## src/hw/dtf_pkg.sv

```systemverilog
// Constants, codes, register map and carrier types of the drive trip fault manager
package dtf_pkg;

  // Clock and reset hold-off timing
  localparam int unsigned CLK_HZ = 50_000_000;
  localparam int unsigned RESET_HOLD_S = 10;
  localparam int unsigned RESET_HOLD_CYC = RESET_HOLD_S * CLK_HZ;

  // Trip codes, shown as two decimal digits (BCD)
  localparam logic [7:0] CODE_NONE = 8'h00;
  localparam logic [7:0] CODE_MEMORY = 8'h08;
  localparam logic [7:0] CODE_GROUND = 8'h14;
  localparam logic [7:0] CODE_THERMAL = 8'h21;
  localparam logic [7:0] CODE_CPU_LINK = 8'h22;
  localparam logic [7:0] CODE_MAINS = 8'h25;
  localparam logic [7:0] CODE_DRIVER = 8'h30;
  localparam logic [7:0] CODE_THERMISTOR = 8'h35;
  localparam logic [7:0] CODE_BRAKE = 8'h36;
  localparam logic [7:0] CODE_SAFE_STOP = 8'h37;
  localparam logic [7:0] CODE_LOW_SPEED = 8'h38;
  localparam logic [7:0] CODE_KEYPAD = 8'h40;
  localparam logic [7:0] CODE_SERIAL = 8'h41;
  localparam logic [7:0] CODE_PRG_INVALID = 8'h43;
  localparam logic [7:0] CODE_PRG_NEST = 8'h44;
  localparam logic [7:0] CODE_PRG_INSTR = 8'h45;
  localparam logic [7:0] CODE_ENCODER = 8'h80;
  localparam logic [7:0] CODE_OVERSPEED = 8'h81;
  localparam logic [7:0] CODE_POSITION = 8'h83;
  localparam logic [3:0] CODE_USER_TENS = 4'h5;
  localparam logic [3:0] CODE_OPTION_TENS = 4'h6;

  // Limits and settings
  localparam logic [3:0] NEST_LIMIT = 4'h8;
  localparam logic [3:0] INDEX_MAX = 4'h9;
  localparam logic [1:0] COMM_ACT_TRIP = 2'h0;
  localparam logic [31:0] OVS_SCALE = 32'h64;
  localparam int HIST_DEPTH = 6;
  localparam int NFAULT = 20;

  // Register byte addresses
  localparam logic [7:0] ADDR_CTRL = 8'h00;
  localparam logic [7:0] ADDR_CONF_WAIT = 8'h04;
  localparam logic [7:0] ADDR_REL_WAIT = 8'h08;
  localparam logic [7:0] ADDR_MAX_FREQ = 8'h0c;
  localparam logic [7:0] ADDR_OVS_LEVEL = 8'h10;
  localparam logic [7:0] ADDR_POS_MIN = 8'h14;
  localparam logic [7:0] ADDR_POS_MAX = 8'h18;
  localparam logic [7:0] ADDR_STATUS = 8'h1c;
  localparam logic [7:0] ADDR_HIST0 = 8'h20;
  localparam logic [7:0] ADDR_HIST5 = 8'h34;

  // Control register fields and reset values
  localparam int CTRL_BRAKE_BIT = 0;
  localparam int CTRL_COMM_LSB = 1;
  localparam int CTRL_THERM_BIT = 3;
  localparam int CTRL_PRG_BIT = 4;
  localparam logic [4:0] CTRL_RESET = 5'h00;
  localparam logic [31:0] WAIT_RESET = 32'h0000_ffff;
  localparam logic [15:0] MAX_FREQ_RESET = 16'hffff;
  localparam logic [7:0] OVS_LEVEL_RESET = 8'h64;
  localparam logic [31:0] POS_MIN_RESET = 32'h8000_0000;
  localparam logic [31:0] POS_MAX_RESET = 32'h7fff_ffff;

  // Status register fields
  localparam int STAT_TRIP_BIT = 8;
  localparam int STAT_HOLD_BIT = 9;
  localparam int STAT_UV_BIT = 10;
  localparam int STAT_PWRCYC_BIT = 11;

  // AXI responses
  localparam logic [1:0] RESP_OKAY = 2'h0;
  localparam logic [1:0] RESP_SLVERR = 2'h2;

  // Sensor and terminal pins, all asynchronous to the clock
  typedef struct packed {
    logic keypad_reset;
    logic reset_terminal_input;
    logic undervoltage;
    logic brake_confirm;
    logic ground_fault;
    logic memory_fault;
    logic encoder_fault;
    logic prg_unexecutable;
    logic program_run_terminal;
    logic prg_corrupt;
    logic serial_timeout;
    logic keypad_link_lost;
    logic low_speed_overload;
    logic safe_stop;
    logic thermistor_hot;
    logic overcurrent;
    logic mains_unrecognised;
    logic cpu_link_lost;
    logic over_temp;
  } dtf_pins_s;

  // AXI4-Lite master to slave
  typedef struct packed {
    logic awvalid;
    logic [7:0] awaddr;
    logic wvalid;
    logic [31:0] wdata;
    logic [3:0] wstrb;
    logic bready;
    logic arvalid;
    logic [7:0] araddr;
    logic rready;
  } dtf_axi_req_s;

  // AXI4-Lite slave to master
  typedef struct packed {
    logic awready;
    logic wready;
    logic bvalid;
    logic [1:0] bresp;
    logic arready;
    logic rvalid;
    logic [31:0] rdata;
    logic [1:0] rresp;
  } dtf_axi_rsp_s;

endpackage

```

## src/hw/dtf_trip_manager.sv

```systemverilog
// Trip latch, reset gating, fault history and register slave of the drive fault manager
`timescale 1ns/1ps

module dtf_trip_manager #(
  parameter int unsigned RESET_HOLD_CYCLES = dtf_pkg::RESET_HOLD_CYC
) (
  // Clock and reset
  input wire logic sys_clk_i,
  input wire logic reset_i,
  // Register bus
  input wire dtf_pkg::dtf_axi_req_s axi_req_i,
  output dtf_pkg::dtf_axi_rsp_s axi_rsp_o,
  // Asynchronous sensor and terminal pins
  input wire dtf_pkg::dtf_pins_s pins_i,
  // Same-clock inputs from control and program engine
  input wire logic brake_release_i,
  input wire logic release_current_req_i,
  input wire logic release_current_ok_i,
  input wire logic [15:0] speed_i,
  input wire logic [31:0] position_i,
  input wire logic [3:0] nest_depth_i,
  input wire logic user_trip_i,
  input wire logic [3:0] user_trip_index_i,
  input wire logic option_fault_i,
  input wire logic [3:0] option_fault_index_i,
  // Trip state outputs
  output logic power_enable_o,
  output logic tripped_o,
  output logic [7:0] trip_code_o,
  output logic undervolt_wait_o,
  output logic reset_blocked_o
);

  localparam int NPIN = $bits(dtf_pkg::dtf_pins_s);

  typedef struct packed {
    logic [NPIN-1:0] sync1;
    logic [NPIN-1:0] sync2;
    logic term_prev;
    logic key_prev;
    logic tripped;
    logic [7:0] code;
    logic power_only;
    logic [31:0] hold_cnt;
    logic [dtf_pkg::HIST_DEPTH-1:0][7:0] hist;
    logic power_en;
    logic uv_wait;
    logic brk_prev;
    logic brk_wait;
    logic [31:0] brk_cnt;
    logic [31:0] rel_cnt;
    logic [4:0] ctrl;
    logic [31:0] conf_wait;
    logic [31:0] rel_wait;
    logic [15:0] max_freq;
    logic [7:0] ovs_level;
    logic [31:0] pos_min;
    logic [31:0] pos_max;
    logic aw_v;
    logic [7:0] aw_addr;
    logic w_v;
    logic [31:0] w_data;
    logic [3:0] w_strb;
    logic bvalid;
    logic [1:0] bresp;
    logic rvalid;
    logic [31:0] rdata;
    logic [1:0] rresp;
  } dtf_state_s;

  dtf_state_s s_q;
  dtf_state_s s_d;
  dtf_pkg::dtf_pins_s pin;
  logic [dtf_pkg::NFAULT-1:0] fault;
  logic [dtf_pkg::NFAULT-1:0][7:0] fcode;
  logic [7:0] first_code;
  logic term_edge;
  logic key_edge;
  logic reset_ok;
  logic brake_fault;
  logic overspeed;
  logic pos_out;

  // Byte-lane merge of a register write
  function automatic logic [31:0] wmerge(input logic [31:0] old, input logic [31:0] d,
                                         input logic [3:0] strb);
    logic [31:0] r;
    r = old;
    for (int b = 0; b < 4; b++) begin
      if (strb[b]) begin
        r[8*b +: 8] = d[8*b +: 8];
      end
    end
    return r;
  endfunction

  // Synchronised pins, read only from the second stage
  assign pin = dtf_pkg::dtf_pins_s'(s_q.sync2);
  assign term_edge = pin.reset_terminal_input && !s_q.term_prev;
  assign key_edge = pin.keypad_reset && !s_q.key_prev;

  // Speed limit compare in percent of maximum frequency
  assign overspeed = (32'(speed_i) * dtf_pkg::OVS_SCALE) >= 
                     (32'(s_q.max_freq) * 32'(s_q.ovs_level));
  assign pos_out = ($signed(position_i) < $signed(s_q.pos_min)) ||
                   ($signed(position_i) > $signed(s_q.pos_max));
  assign brake_fault = s_q.ctrl[dtf_pkg::CTRL_BRAKE_BIT] &&
                       ((s_q.brk_wait && !pin.brake_confirm && s_q.brk_cnt >= s_q.conf_wait) ||
                        (s_q.rel_cnt >= s_q.rel_wait && release_current_req_i &&
                         !release_current_ok_i));

  // Fault requests in priority order, index zero highest
  always_comb begin
    fault = '0;
    fcode = '0;
    fault[0] = pin.overcurrent;
    fcode[0] = dtf_pkg::CODE_DRIVER;
    fault[1] = pin.memory_fault;
    fcode[1] = dtf_pkg::CODE_MEMORY;
    fault[2] = pin.ground_fault;
    fcode[2] = dtf_pkg::CODE_GROUND;
    fault[3] = pin.over_temp;
    fcode[3] = dtf_pkg::CODE_THERMAL;
    fault[4] = pin.mains_unrecognised;
    fcode[4] = dtf_pkg::CODE_MAINS;
    fault[5] = pin.cpu_link_lost;
    fcode[5] = dtf_pkg::CODE_CPU_LINK;
    fault[6] = pin.safe_stop;
    fcode[6] = dtf_pkg::CODE_SAFE_STOP;
    fault[7] = pin.thermistor_hot && s_q.ctrl[dtf_pkg::CTRL_THERM_BIT];
    fcode[7] = dtf_pkg::CODE_THERMISTOR;
    fault[8] = pin.encoder_fault;
    fcode[8] = dtf_pkg::CODE_ENCODER;
    fault[9] = overspeed;
    fcode[9] = dtf_pkg::CODE_OVERSPEED;
    fault[10] = pos_out;
    fcode[10] = dtf_pkg::CODE_POSITION;
    fault[11] = pin.low_speed_overload;
    fcode[11] = dtf_pkg::CODE_LOW_SPEED;
    fault[12] = brake_fault;
    fcode[12] = dtf_pkg::CODE_BRAKE;
    fault[13] = pin.keypad_link_lost;
    fcode[13] = dtf_pkg::CODE_KEYPAD;
    fault[14] = pin.serial_timeout &&
                (s_q.ctrl[dtf_pkg::CTRL_COMM_LSB +: 2] == dtf_pkg::COMM_ACT_TRIP);
    fcode[14] = dtf_pkg::CODE_SERIAL;
    fault[15] = pin.prg_corrupt ||
                (pin.program_run_terminal && !s_q.ctrl[dtf_pkg::CTRL_PRG_BIT]);
    fcode[15] = dtf_pkg::CODE_PRG_INVALID;
    fault[16] = nest_depth_i > dtf_pkg::NEST_LIMIT;
    fcode[16] = dtf_pkg::CODE_PRG_NEST;
    fault[17] = pin.prg_unexecutable;
    fcode[17] = dtf_pkg::CODE_PRG_INSTR;
    fault[18] = user_trip_i && (user_trip_index_i <= dtf_pkg::INDEX_MAX);
    fcode[18] = {dtf_pkg::CODE_USER_TENS, user_trip_index_i};
    fault[19] = option_fault_i && (option_fault_index_i <= dtf_pkg::INDEX_MAX);
    fcode[19] = {dtf_pkg::CODE_OPTION_TENS, option_fault_index_i};
  end

  // Pick the highest-priority request of this cycle
  always_comb begin
    first_code = dtf_pkg::CODE_NONE;
    for (int i = dtf_pkg::NFAULT - 1; i >= 0; i--) begin
      if (fault[i]) begin
        first_code = fcode[i];
      end
    end
  end

  // Reset permitted only after hold-off, never for power-cycle trips
  assign reset_ok = s_q.tripped && (s_q.hold_cnt == 32'h0) && !s_q.power_only &&
                    (term_edge || (key_edge && s_q.code != dtf_pkg::CODE_SAFE_STOP));

  // Next state of the whole block
  always_comb begin
    logic [7:0] ra;
    logic [7:0] wa;
    s_d = s_q;
    ra = {axi_req_i.araddr[7:2], 2'b00};
    wa = {s_q.aw_addr[7:2], 2'b00};
    s_d.sync1 = pins_i;
    s_d.sync2 = s_q.sync1;
    s_d.term_prev = pin.reset_terminal_input;
    s_d.key_prev = pin.keypad_reset;

    // Brake confirmation and release-current timers
    s_d.brk_prev = brake_release_i;
    if (brake_release_i && !s_q.brk_prev) begin
      s_d.brk_wait = 1'b1;
      s_d.brk_cnt = 32'h0;
    end else if (s_q.brk_wait && (pin.brake_confirm || brake_fault)) begin
      s_d.brk_wait = 1'b0;
    end else if (s_q.brk_wait) begin
      s_d.brk_cnt = s_q.brk_cnt + 32'h1;
    end
    if (release_current_req_i && !release_current_ok_i && !brake_fault) begin
      s_d.rel_cnt = s_q.rel_cnt + 32'h1;
    end else begin
      s_d.rel_cnt = 32'h0;
    end

    // Hold-off countdown, then clear, then a new trip wins over the clear
    if (s_q.hold_cnt != 32'h0) begin
      s_d.hold_cnt = s_q.hold_cnt - 32'h1;
    end
    if (reset_ok) begin
      s_d.tripped = 1'b0;
      s_d.code = dtf_pkg::CODE_NONE;
    end
    if (!s_d.tripped && (fault != '0)) begin
      s_d.tripped = 1'b1;
      s_d.code = first_code;
      s_d.hold_cnt = RESET_HOLD_CYCLES;
      s_d.power_only = (first_code == dtf_pkg::CODE_MEMORY) ||
                       (first_code == dtf_pkg::CODE_GROUND) ||
                       (first_code == dtf_pkg::CODE_DRIVER);
      s_d.hist = {s_q.hist[dtf_pkg::HIST_DEPTH-2:0], first_code};
    end
    s_d.uv_wait = pin.undervoltage;
    s_d.power_en = !s_d.tripped && !pin.undervoltage;

    // Write channel capture and execution
    if (axi_req_i.awvalid && !s_q.aw_v) begin
      s_d.aw_v = 1'b1;
      s_d.aw_addr = axi_req_i.awaddr;
    end
    if (axi_req_i.wvalid && !s_q.w_v) begin
      s_d.w_v = 1'b1;
      s_d.w_data = axi_req_i.wdata;
      s_d.w_strb = axi_req_i.wstrb;
    end
    if (s_q.bvalid && axi_req_i.bready) begin
      s_d.bvalid = 1'b0;
    end
    if (s_q.aw_v && s_q.w_v && !s_q.bvalid) begin
      s_d.aw_v = 1'b0;
      s_d.w_v = 1'b0;
      s_d.bvalid = 1'b1;
      s_d.bresp = dtf_pkg::RESP_OKAY;
      unique case (wa)
        dtf_pkg::ADDR_CTRL: s_d.ctrl = 5'(wmerge(32'(s_q.ctrl), s_q.w_data, s_q.w_strb));
        dtf_pkg::ADDR_CONF_WAIT: s_d.conf_wait = wmerge(s_q.conf_wait, s_q.w_data, s_q.w_strb);
        dtf_pkg::ADDR_REL_WAIT: s_d.rel_wait = wmerge(s_q.rel_wait, s_q.w_data, s_q.w_strb);
        dtf_pkg::ADDR_MAX_FREQ: begin
          s_d.max_freq = 16'(wmerge(32'(s_q.max_freq), s_q.w_data, s_q.w_strb));
        end
        dtf_pkg::ADDR_OVS_LEVEL: begin
          s_d.ovs_level = 8'(wmerge(32'(s_q.ovs_level), s_q.w_data, s_q.w_strb));
        end
        dtf_pkg::ADDR_POS_MIN: s_d.pos_min = wmerge(s_q.pos_min, s_q.w_data, s_q.w_strb);
        dtf_pkg::ADDR_POS_MAX: s_d.pos_max = wmerge(s_q.pos_max, s_q.w_data, s_q.w_strb);
        dtf_pkg::ADDR_STATUS: s_d.bresp = dtf_pkg::RESP_OKAY; // Read-only, write dropped
        default: begin
          if (wa < dtf_pkg::ADDR_HIST0 || wa > dtf_pkg::ADDR_HIST5) begin
            s_d.bresp = dtf_pkg::RESP_SLVERR;
          end
        end
      endcase
    end

    // Read channel, answered one cycle after the address is taken
    if (s_q.rvalid && axi_req_i.rready) begin
      s_d.rvalid = 1'b0;
    end
    if (axi_req_i.arvalid && !s_q.rvalid) begin
      s_d.rvalid = 1'b1;
      s_d.rresp = dtf_pkg::RESP_OKAY;
      s_d.rdata = 32'h0;
      unique case (ra)
        dtf_pkg::ADDR_CTRL: s_d.rdata = 32'(s_q.ctrl);
        dtf_pkg::ADDR_CONF_WAIT: s_d.rdata = s_q.conf_wait;
        dtf_pkg::ADDR_REL_WAIT: s_d.rdata = s_q.rel_wait;
        dtf_pkg::ADDR_MAX_FREQ: s_d.rdata = 32'(s_q.max_freq);
        dtf_pkg::ADDR_OVS_LEVEL: s_d.rdata = 32'(s_q.ovs_level);
        dtf_pkg::ADDR_POS_MIN: s_d.rdata = s_q.pos_min;
        dtf_pkg::ADDR_POS_MAX: s_d.rdata = s_q.pos_max;
        dtf_pkg::ADDR_STATUS: begin
          s_d.rdata[7:0] = s_q.code;
          s_d.rdata[dtf_pkg::STAT_TRIP_BIT] = s_q.tripped;
          s_d.rdata[dtf_pkg::STAT_HOLD_BIT] = s_q.hold_cnt != 32'h0;
          s_d.rdata[dtf_pkg::STAT_UV_BIT] = s_q.uv_wait;
          s_d.rdata[dtf_pkg::STAT_PWRCYC_BIT] = s_q.power_only;
        end
        default: begin
          if (ra >= dtf_pkg::ADDR_HIST0 && ra <= dtf_pkg::ADDR_HIST5) begin
            s_d.rdata = 32'(s_q.hist[3'(ra[4:2] - 3'h0) ^ 3'h0]);
          end else begin
            s_d.rresp = dtf_pkg::RESP_SLVERR;
          end
        end
      endcase
    end
  end

  // State register
  always_ff @(posedge sys_clk_i or posedge reset_i) begin
    if (reset_i) begin
      s_q <= '0;
      s_q.code <= dtf_pkg::CODE_NONE;
      s_q.ctrl <= dtf_pkg::CTRL_RESET;
      s_q.conf_wait <= dtf_pkg::WAIT_RESET;
      s_q.rel_wait <= dtf_pkg::WAIT_RESET;
      s_q.max_freq <= dtf_pkg::MAX_FREQ_RESET;
      s_q.ovs_level <= dtf_pkg::OVS_LEVEL_RESET;
      s_q.pos_min <= dtf_pkg::POS_MIN_RESET;
      s_q.pos_max <= dtf_pkg::POS_MAX_RESET;
    end else begin
      s_q <= s_d;
    end
  end

  // Outputs
  assign power_enable_o = s_q.power_en;
  assign tripped_o = s_q.tripped;
  assign trip_code_o = s_q.code;
  assign undervolt_wait_o = s_q.uv_wait;
  assign reset_blocked_o = s_q.tripped && (s_q.hold_cnt != 32'h0);
  assign axi_rsp_o.awready = !s_q.aw_v;
  assign axi_rsp_o.wready = !s_q.w_v;
  assign axi_rsp_o.bvalid = s_q.bvalid;
  assign axi_rsp_o.bresp = s_q.bresp;
  assign axi_rsp_o.arready = !s_q.rvalid;
  assign axi_rsp_o.rvalid = s_q.rvalid;
  assign axi_rsp_o.rdata = s_q.rdata;
  assign axi_rsp_o.rresp = s_q.rresp;
endmodule

```

## config.mk

```make
export PLATFORM = sky130hd
export DESIGN_NAME = dtf_trip_manager
export DESIGN_NICKNAME = d
export VERILOG_FILES = /design/src/hw/dtf_pkg.sv /design/src/hw/dtf_trip_manager.sv
export SDC_FILE = /design/constraint.sdc
export NUM_CORES = 2
export LEC_CHECK = 0
export ABC_AREA = 1
export BUFFER_PORTS_ARGS = -buffer_cell sky130_fd_sc_hd__buf_2
export CORE_UTILIZATION = 25
export DETAILED_ROUTE_END_ITERATION = 8
export SLEW_MARGIN = 40
export SYNTH_ARGS = -nofsm -noshare
export SYNTH_HDL_FRONTEND = slang
export SYNTH_SLANG_ARGS = --single-unit
```

## constraint.sdc

```tcl
create_clock -name sys_clk_i -period 14.91 [get_ports sys_clk_i]
set_input_delay 1.491 -clock sys_clk_i [delete_from_list [all_inputs] [get_ports sys_clk_i]]
set_output_delay 1.491 -clock sys_clk_i [all_outputs]
set_load 0.05 [all_outputs]
```

; After elaboration in Yosys (flattened, before gate mapping)
; Cells that the tools add are included.
[classes]
add_sub_neg = 3
mul = 2
magnitude_cmp = 13
n_eq_ne = 19
muxes = 45
n_reduce_logical = 92
[op_table]
columns = operator, n
row1 = $mux W8, 21
row2 = $mux W32, 4
row3 = $pmux W20 S6, 1
row4 = $pmux W12 S8, 1
row5 = $mux W90, 1
row6 = $add A32 B1 Y32 const B, 2
row7 = $ge A32 B32 Y1, 2
row8 = $reduce_and A3 Y1, 20
row9 = $eq A6 B3 Y1 const B, 8
row10 = $mux W37, 1
row11 = $mux W35, 1
row12 = $mux W33, 1
row13 = $gt A32 B32 Y1, 1
row14 = $logic_not A32 Y1, 1
row15 = $lt A32 B32 Y1, 1
row16 = $reduce_bool A32 Y1, 1
row17 = $sub A32 B1 Y32 const B, 1
row18 = $logic_and A1 B1 Y1, 31
row19 = $bmux W8 S3, 1
row20 = $eq A6 B2 Y1 const B, 4
row21 = $ge A23 B24 Y1, 1
row22 = $mul A16 B8 Y24, 1
row23 = $mul A16 B5 Y21 const B, 1
row24 = $reduce_bool A20 Y1, 1
row25 = 26 further kinds, 66
[totals]
register_bits = 439
input_bits = 143
out_inout_bits = 53
wordCells = 224

; Logic depth before layout (Yosys ltp)
[logic_depth]
word_depth = 28
mapped_depth = 40
ltp_nobuf = 39

; Worst setup path after synthesis
; No wires, ideal clock.
[synth_timing]
kind = reg-to-reg
start = reg s_q[154] in the netlist's numbering
end = reg s_q[313] in the netlist's numbering
setup_time_ns = 0.118
t_arrival_ns = 6.517
required_time_ns = 14.792
path_slack_ns = 8.275
path_stages_with_launch = 37
n_path_buf = 4
period_less_slack_ns = 6.635
path_cell_list = dfstp_2 -> clkbuf_1 -> clkbuf_1 -> nand2_1 -> fa_1 -> fa_1 -> inv_1 -> fa_1 -> inv_1 -> fa_1 -> inv_1 -> ha_1 -> inv_1 -> o21bai_1 -> o21bai_1 -> nand2_1 -> nand3_1 -> a21oi_1 -> o21ai_0 -> a31oi_1 -> xor2_1 -> ha_1 -> nand2_1 -> o21ai_0 -> o21ai_0 -> a21oi_1 -> nand3b_1 -> nand2_1 -> nand2_1 -> nor2_4 -> nand2_2 -> o21ai_2 -> inv_4 -> buf_6 -> buf_6 -> nand2_1 -> nand2_1
[synth_via]
elab_chain_cells = 12
word_cells_on_any_way = 14
classes_between = mul: 1 / order compare: 1 / mux: 10 / reduce/logical: 2
[synth_lines]
columns = item, line_no
row1 = "start, declared", dtf_trip_manager.sv:71  ; dtf_state_s s_q;
row2 = $mul A16 B8 Y24 (*), dtf_trip_manager.sv:104  ; (32'(s_q.max_freq) * 32'(s_q.ovs_level));
row3 = $ge A23 B24 Y1 (*), dtf_trip_manager.sv:103  ; assign overspeed = (32'(speed_i) * dtf_pkg::OVS_SCALE) >=
row4 = $mux W8 (10 in a row), dtf_trip_manager.sv:164  ; if (fault[i]) begin
; Every way passes the cells marked *; elsewhere a longest branch is shown, timed or not.
; A chain may end at the register's enable or synchronous reset.

; Final worst setup path
[layout_timing]
start = reg s_q[155] in the netlist's numbering
end = reg s_q (netlist bit trip_code_o[6])
[layout_via]
elab_chain_cells = 13
word_cells_on_any_way = 16
classes_between = mul: 1 / order compare: 1 / mux: 11 / reduce/logical: 3
[layout_lines]
columns = item, line_no
row1 = $mul A16 B8 Y24 (*), dtf_trip_manager.sv:104
row2 = $ge A23 B24 Y1 (*), dtf_trip_manager.sv:103
row3 = $mux W8 (10 in a row), dtf_trip_manager.sv:164
row4 = $mux W90, dtf_trip_manager.sv:210  ; if (!s_d.tripped && (fault != '0)) begin
; Marked as above.

==> impl_metrics.json <==
{
  "hpwl_um": 63800,
  "viasPerCell": 4.55,
  "tns_ns": 0,
  "ios": 196,
  "dp.cells": 5067,
  "drt_iter0_markers": 1993,
  "cts_resized": 0,
  "cp.required_ns": 15.46,
  "cp_slowest_stage_delay_ns": 0.84,
  "synthTopCellsByArea": "dfrtp_1 (31%), ha_1 (11%), nand2_1 (10%), inv_1 (8.1%), dfstp_2 (7.6%)",
  "worstSetupPathType": "register to register",
  "r2r_cells": 34,
  "wl_met2_um": 36000,
  "max_freq_mhz": 118,
  "grt_start_max_net_pins": 112,
  "clockRootBuffer": "clkbuf_16",
  "yosys.area.top_type": "dfrtp_1",
  "synthArstFlopShare_pct": 100,
  "firstDrtPassIters": 6,
  "num-fill-cells": 12200,
  "critPathMaxFanout": 68,
  "drv_cap": 0,
  "cts_max_level": 2,
  "initial_core_util_pct": 25.3,
  "final_net_count": 4106,
  "die_y_um": 340,
  "clock_latency_ns": 0.63,
  "clk_pin_slew_worst_paths_ns": 0.06,
  "p_leak_uw": 0.0160,
  "grt.overflow.total": 0,
  "area_delta_synth_final_pct": 14.3,
  "wl_per_cell_um": 16.1,
  "grt_pass1_wl_um": 130000,
  "io_buffers": 189,
  "netlist_instances": 3505,
  "cts_setup_buffers": 0,
  "min_path_type": "register to register",
  "layout-drive-gt1-share_pct": 12.3,
  "slew-limit-headroom_pct": 40.7,
  "final_cells": 5166,
  "layout_min_cycle_time_ns": 8.47,
  "cts_hold_buf": 0,
  "synth_flop_cell": "dfrtp_1",
  "grt_pass1_vias": 22800,
  "cts_tree": "yes",
  "whs_path_depth": 0,
  "critPathTopFamily": "adder cells",
  "peakVddDrop_uv": 84.5,
  "whs_endpoint": "pin[15]",
  "power_density_nw_per_um2": 136,
  "yosys.area.top_type_share_pct": 30.8,
  "setup_viol": 0,
  "tightestPinTransition_ns": 0.884,
  "fin_skew_ns": 0.0235,
  "numCtsBuffers": 51,
  "dpl_worst_slack_ns": 6.39,
  "ys_ff_latch": 435,
  "yosysUniqueCellTypes": 64,
  "crit_buf_inv": 7,
  "die_w_um": 340,
  "hold_start": "s_d[416]",
  "cp-end-kind": "register",
  "min_period_over_period_pct": 56.8,
  "fin_ws_ns": 6.44,
  "antenna_found_initial": 20,
  "r2r-start": "s_q[155]",
  "slew_violations": 0,
  "num_rows": 123,
  "synth_seq_area_share_pct": 38.5,
  "crit_arrival_ns": 9.02,
  "cp-start-kind": "register",
  "ys_warn_count": 0,
  "outcome": "finished, final reports clean",
  "crit_slowest_cell": "dfrtp_1",
  "syn_avg_cell_area_um2": 8.15,
  "dr.max_layer_used": "met5",
  "synth_edf_count": 0,
  "cts_buffer_depth": 3,
  "gp_congestion": 0.900,
  "multi_input_area_um2": 14500,
  "syn_area_um2": 28600,
  "p_total_uw": 4440,
  "rsz0062_at_grt": "no",
  "drc": 0,
  "drt-total-wl_um": 83100,
  "num_vias": 23500,
  "core_area_um2": 113000,
  "grt_usage_pct": 14.3,
  "reg2reg_slack_ns": 6.44,
  "seq_area_um2": 11000,
  "r2r-end": "trip_code_o[6]",
  "drtAntennaViolNets": 0,
  "met1_length_um": 38300,
  "die_area_um2": 116000,
  "hold_viol": 0,
  "route.met3.wl_um": 6420,
  "clkSinkCount": 435
}
==> kinds of logic (layout without fill, tap and decap cells) <==
group / count (synthesis) / count (layout) / share of synthesized area (%)
AOI/OAI and AO/OA: 643 / 643 / 12.6
and+or+nand+nor: 1228 / 1228 / 18.0
adders and majority gates: 342 / 342 / 17.5
DFF: 435 / 435 / 38.5
buffers and inverters: 778 / 935 / 11.0
xor gates and xnor gates: 74 / 74 / 2.27
other: 1 / 5 / 0.0131
muxes: 4 / 4 / 0.158
==> metal layers <==
layer	track usage, %	vias to the layer above
met5	0	-
met4	4.29	16
met3	3.42	138
met2	21.9	657
met1	20.0	11300
li1	-	11400
==> area by class of cell <==
class                           instances  area share, %
Inverter                              633           7.32
Tap cell                             1500           5.74
Antenna cell                            3         0.0230
Sequential cell                       435           33.6
Multi-Input combinational cell       2293           44.4
Clock buffer                           70           4.55
Timing Repair Buffer                  207           3.46
Clock inverter                         25          0.911
==> stage by stage <==
step	util, %	instance area (um^2)	hold slack, ns
floorplan	-	28600	0.331
global placement	27.3	30800	0.334
detailed placement	27.3	30800	0.335
CTS	28.9	32600	0.350
global route	28.9	32700	0.355
finish	28.9	32700	0.348
==> cell usage after synthesis, types with 3 or more instances <==
| master | number |
|---|---|
| a211oi_2 | 6 |
| a21o_1 | 10 |
| a21oi_1 | 187 |
| a221oi_1 | 18 |
| a22o_1 | 3 |
| a22oi_1 | 11 |
| a31oi_1 | 15 |
| buf_1 | 12 |
| buf_2 | 7 |
| buf_4 | 52 |
| buf_6 | 4 |
| clkbuf_1 | 70 |
| clkinv_1 | 6 |
| dfrtp_1 | 352 |
| dfstp_2 | 83 |
| fa_1 | 95 |
| ha_1 | 247 |
| inv_1 | 618 |
| inv_2 | 8 |
| mux2_2 | 4 |
| nand2_1 | 778 |
| nand2_2 | 5 |
| nand3_1 | 63 |
| nand3_2 | 4 |
| nand3b_1 | 8 |
| nand4_1 | 34 |
| nor2_1 | 237 |
| nor2_2 | 9 |
| nor2_4 | 3 |
| nor3_1 | 40 |
| nor3_2 | 5 |
| nor3b_1 | 11 |
| nor4_1 | 16 |
| o2111ai_1 | 4 |
| o211ai_1 | 10 |
| o21a_1 | 8 |
| o21ai_0 | 272 |
| o21ai_1 | 27 |
| o21bai_1 | 5 |
| o221ai_1 | 4 |
| o22ai_1 | 47 |
| o31ai_1 | 5 |
| or2_2 | 5 |
| xnor2_1 | 28 |
| xor2_1 | 46 |
==> how the worst max path moves through the flow <==
| stage | cells after the start | end | slack (ns) | startpoint |
|---|---|---|---|---|
| 3_3_place_gp | 34 | trip_code_o[6] | 6.51 | s_q[155] |
| 2_1_floorplan | 1 | axi_rsp_o[10] | 1.44 | reset_i |
| 5_1_grt | 34 | trip_code_o[5] | 5.82 | s_q[155] |
| 3_5_place_dp | 34 | trip_code_o[6] | 6.39 | s_q[151] |
| 6_report | 34 | trip_code_o[6] | 6.44 | s_q[155] |
| 4_1_cts | 34 | trip_code_o[6] | 6.36 | s_q[151] |
==> cells in the final DEF (no fill, tap or decap), drive strengths merged, types with 5 or more instances in the layout <==
master  count
buf       207
xnor2      28
o21a        8
or2         5
dfstp      83
fa         95
bufinv      5
xor2       46
clkinv     18
clkbuf     70
nand3b      8
inv       631
o211ai     10
o22ai      47
nor3b      12
a21o       10
o31ai       5
o21bai      5
nor4       18
ha        247
nand4      36
a221oi     18
nor3       45
o21ai     301
a31oi      15
dfrtp     352
a211oi      7
a22oi      11
a21oi     187
nand2     783
nor2      249
nand3      67
==> power by group <==
group / total [uW] / internal (uW) / leakage [uW] / switching [uW]
clock: 1330 / 789 / 0.000878 / 540
sequential: 1700 / 1470 / 0.00525 / 235
combinational: 1400 / 465 / 0.00987 / 938
total: 4440 / 2720 / 0.0160 / 1710
==> registers in the layout, summed over array words and instances, names as in the netlist <==
name and count:
axi_rsp_o 36, pin 19, power_enable_o 1, s_d 19, s_q 350, trip_code_o 8, tripped_o 1, undervolt_wait_o 1
No activity file was read; power rests on OpenSTA's default activity.
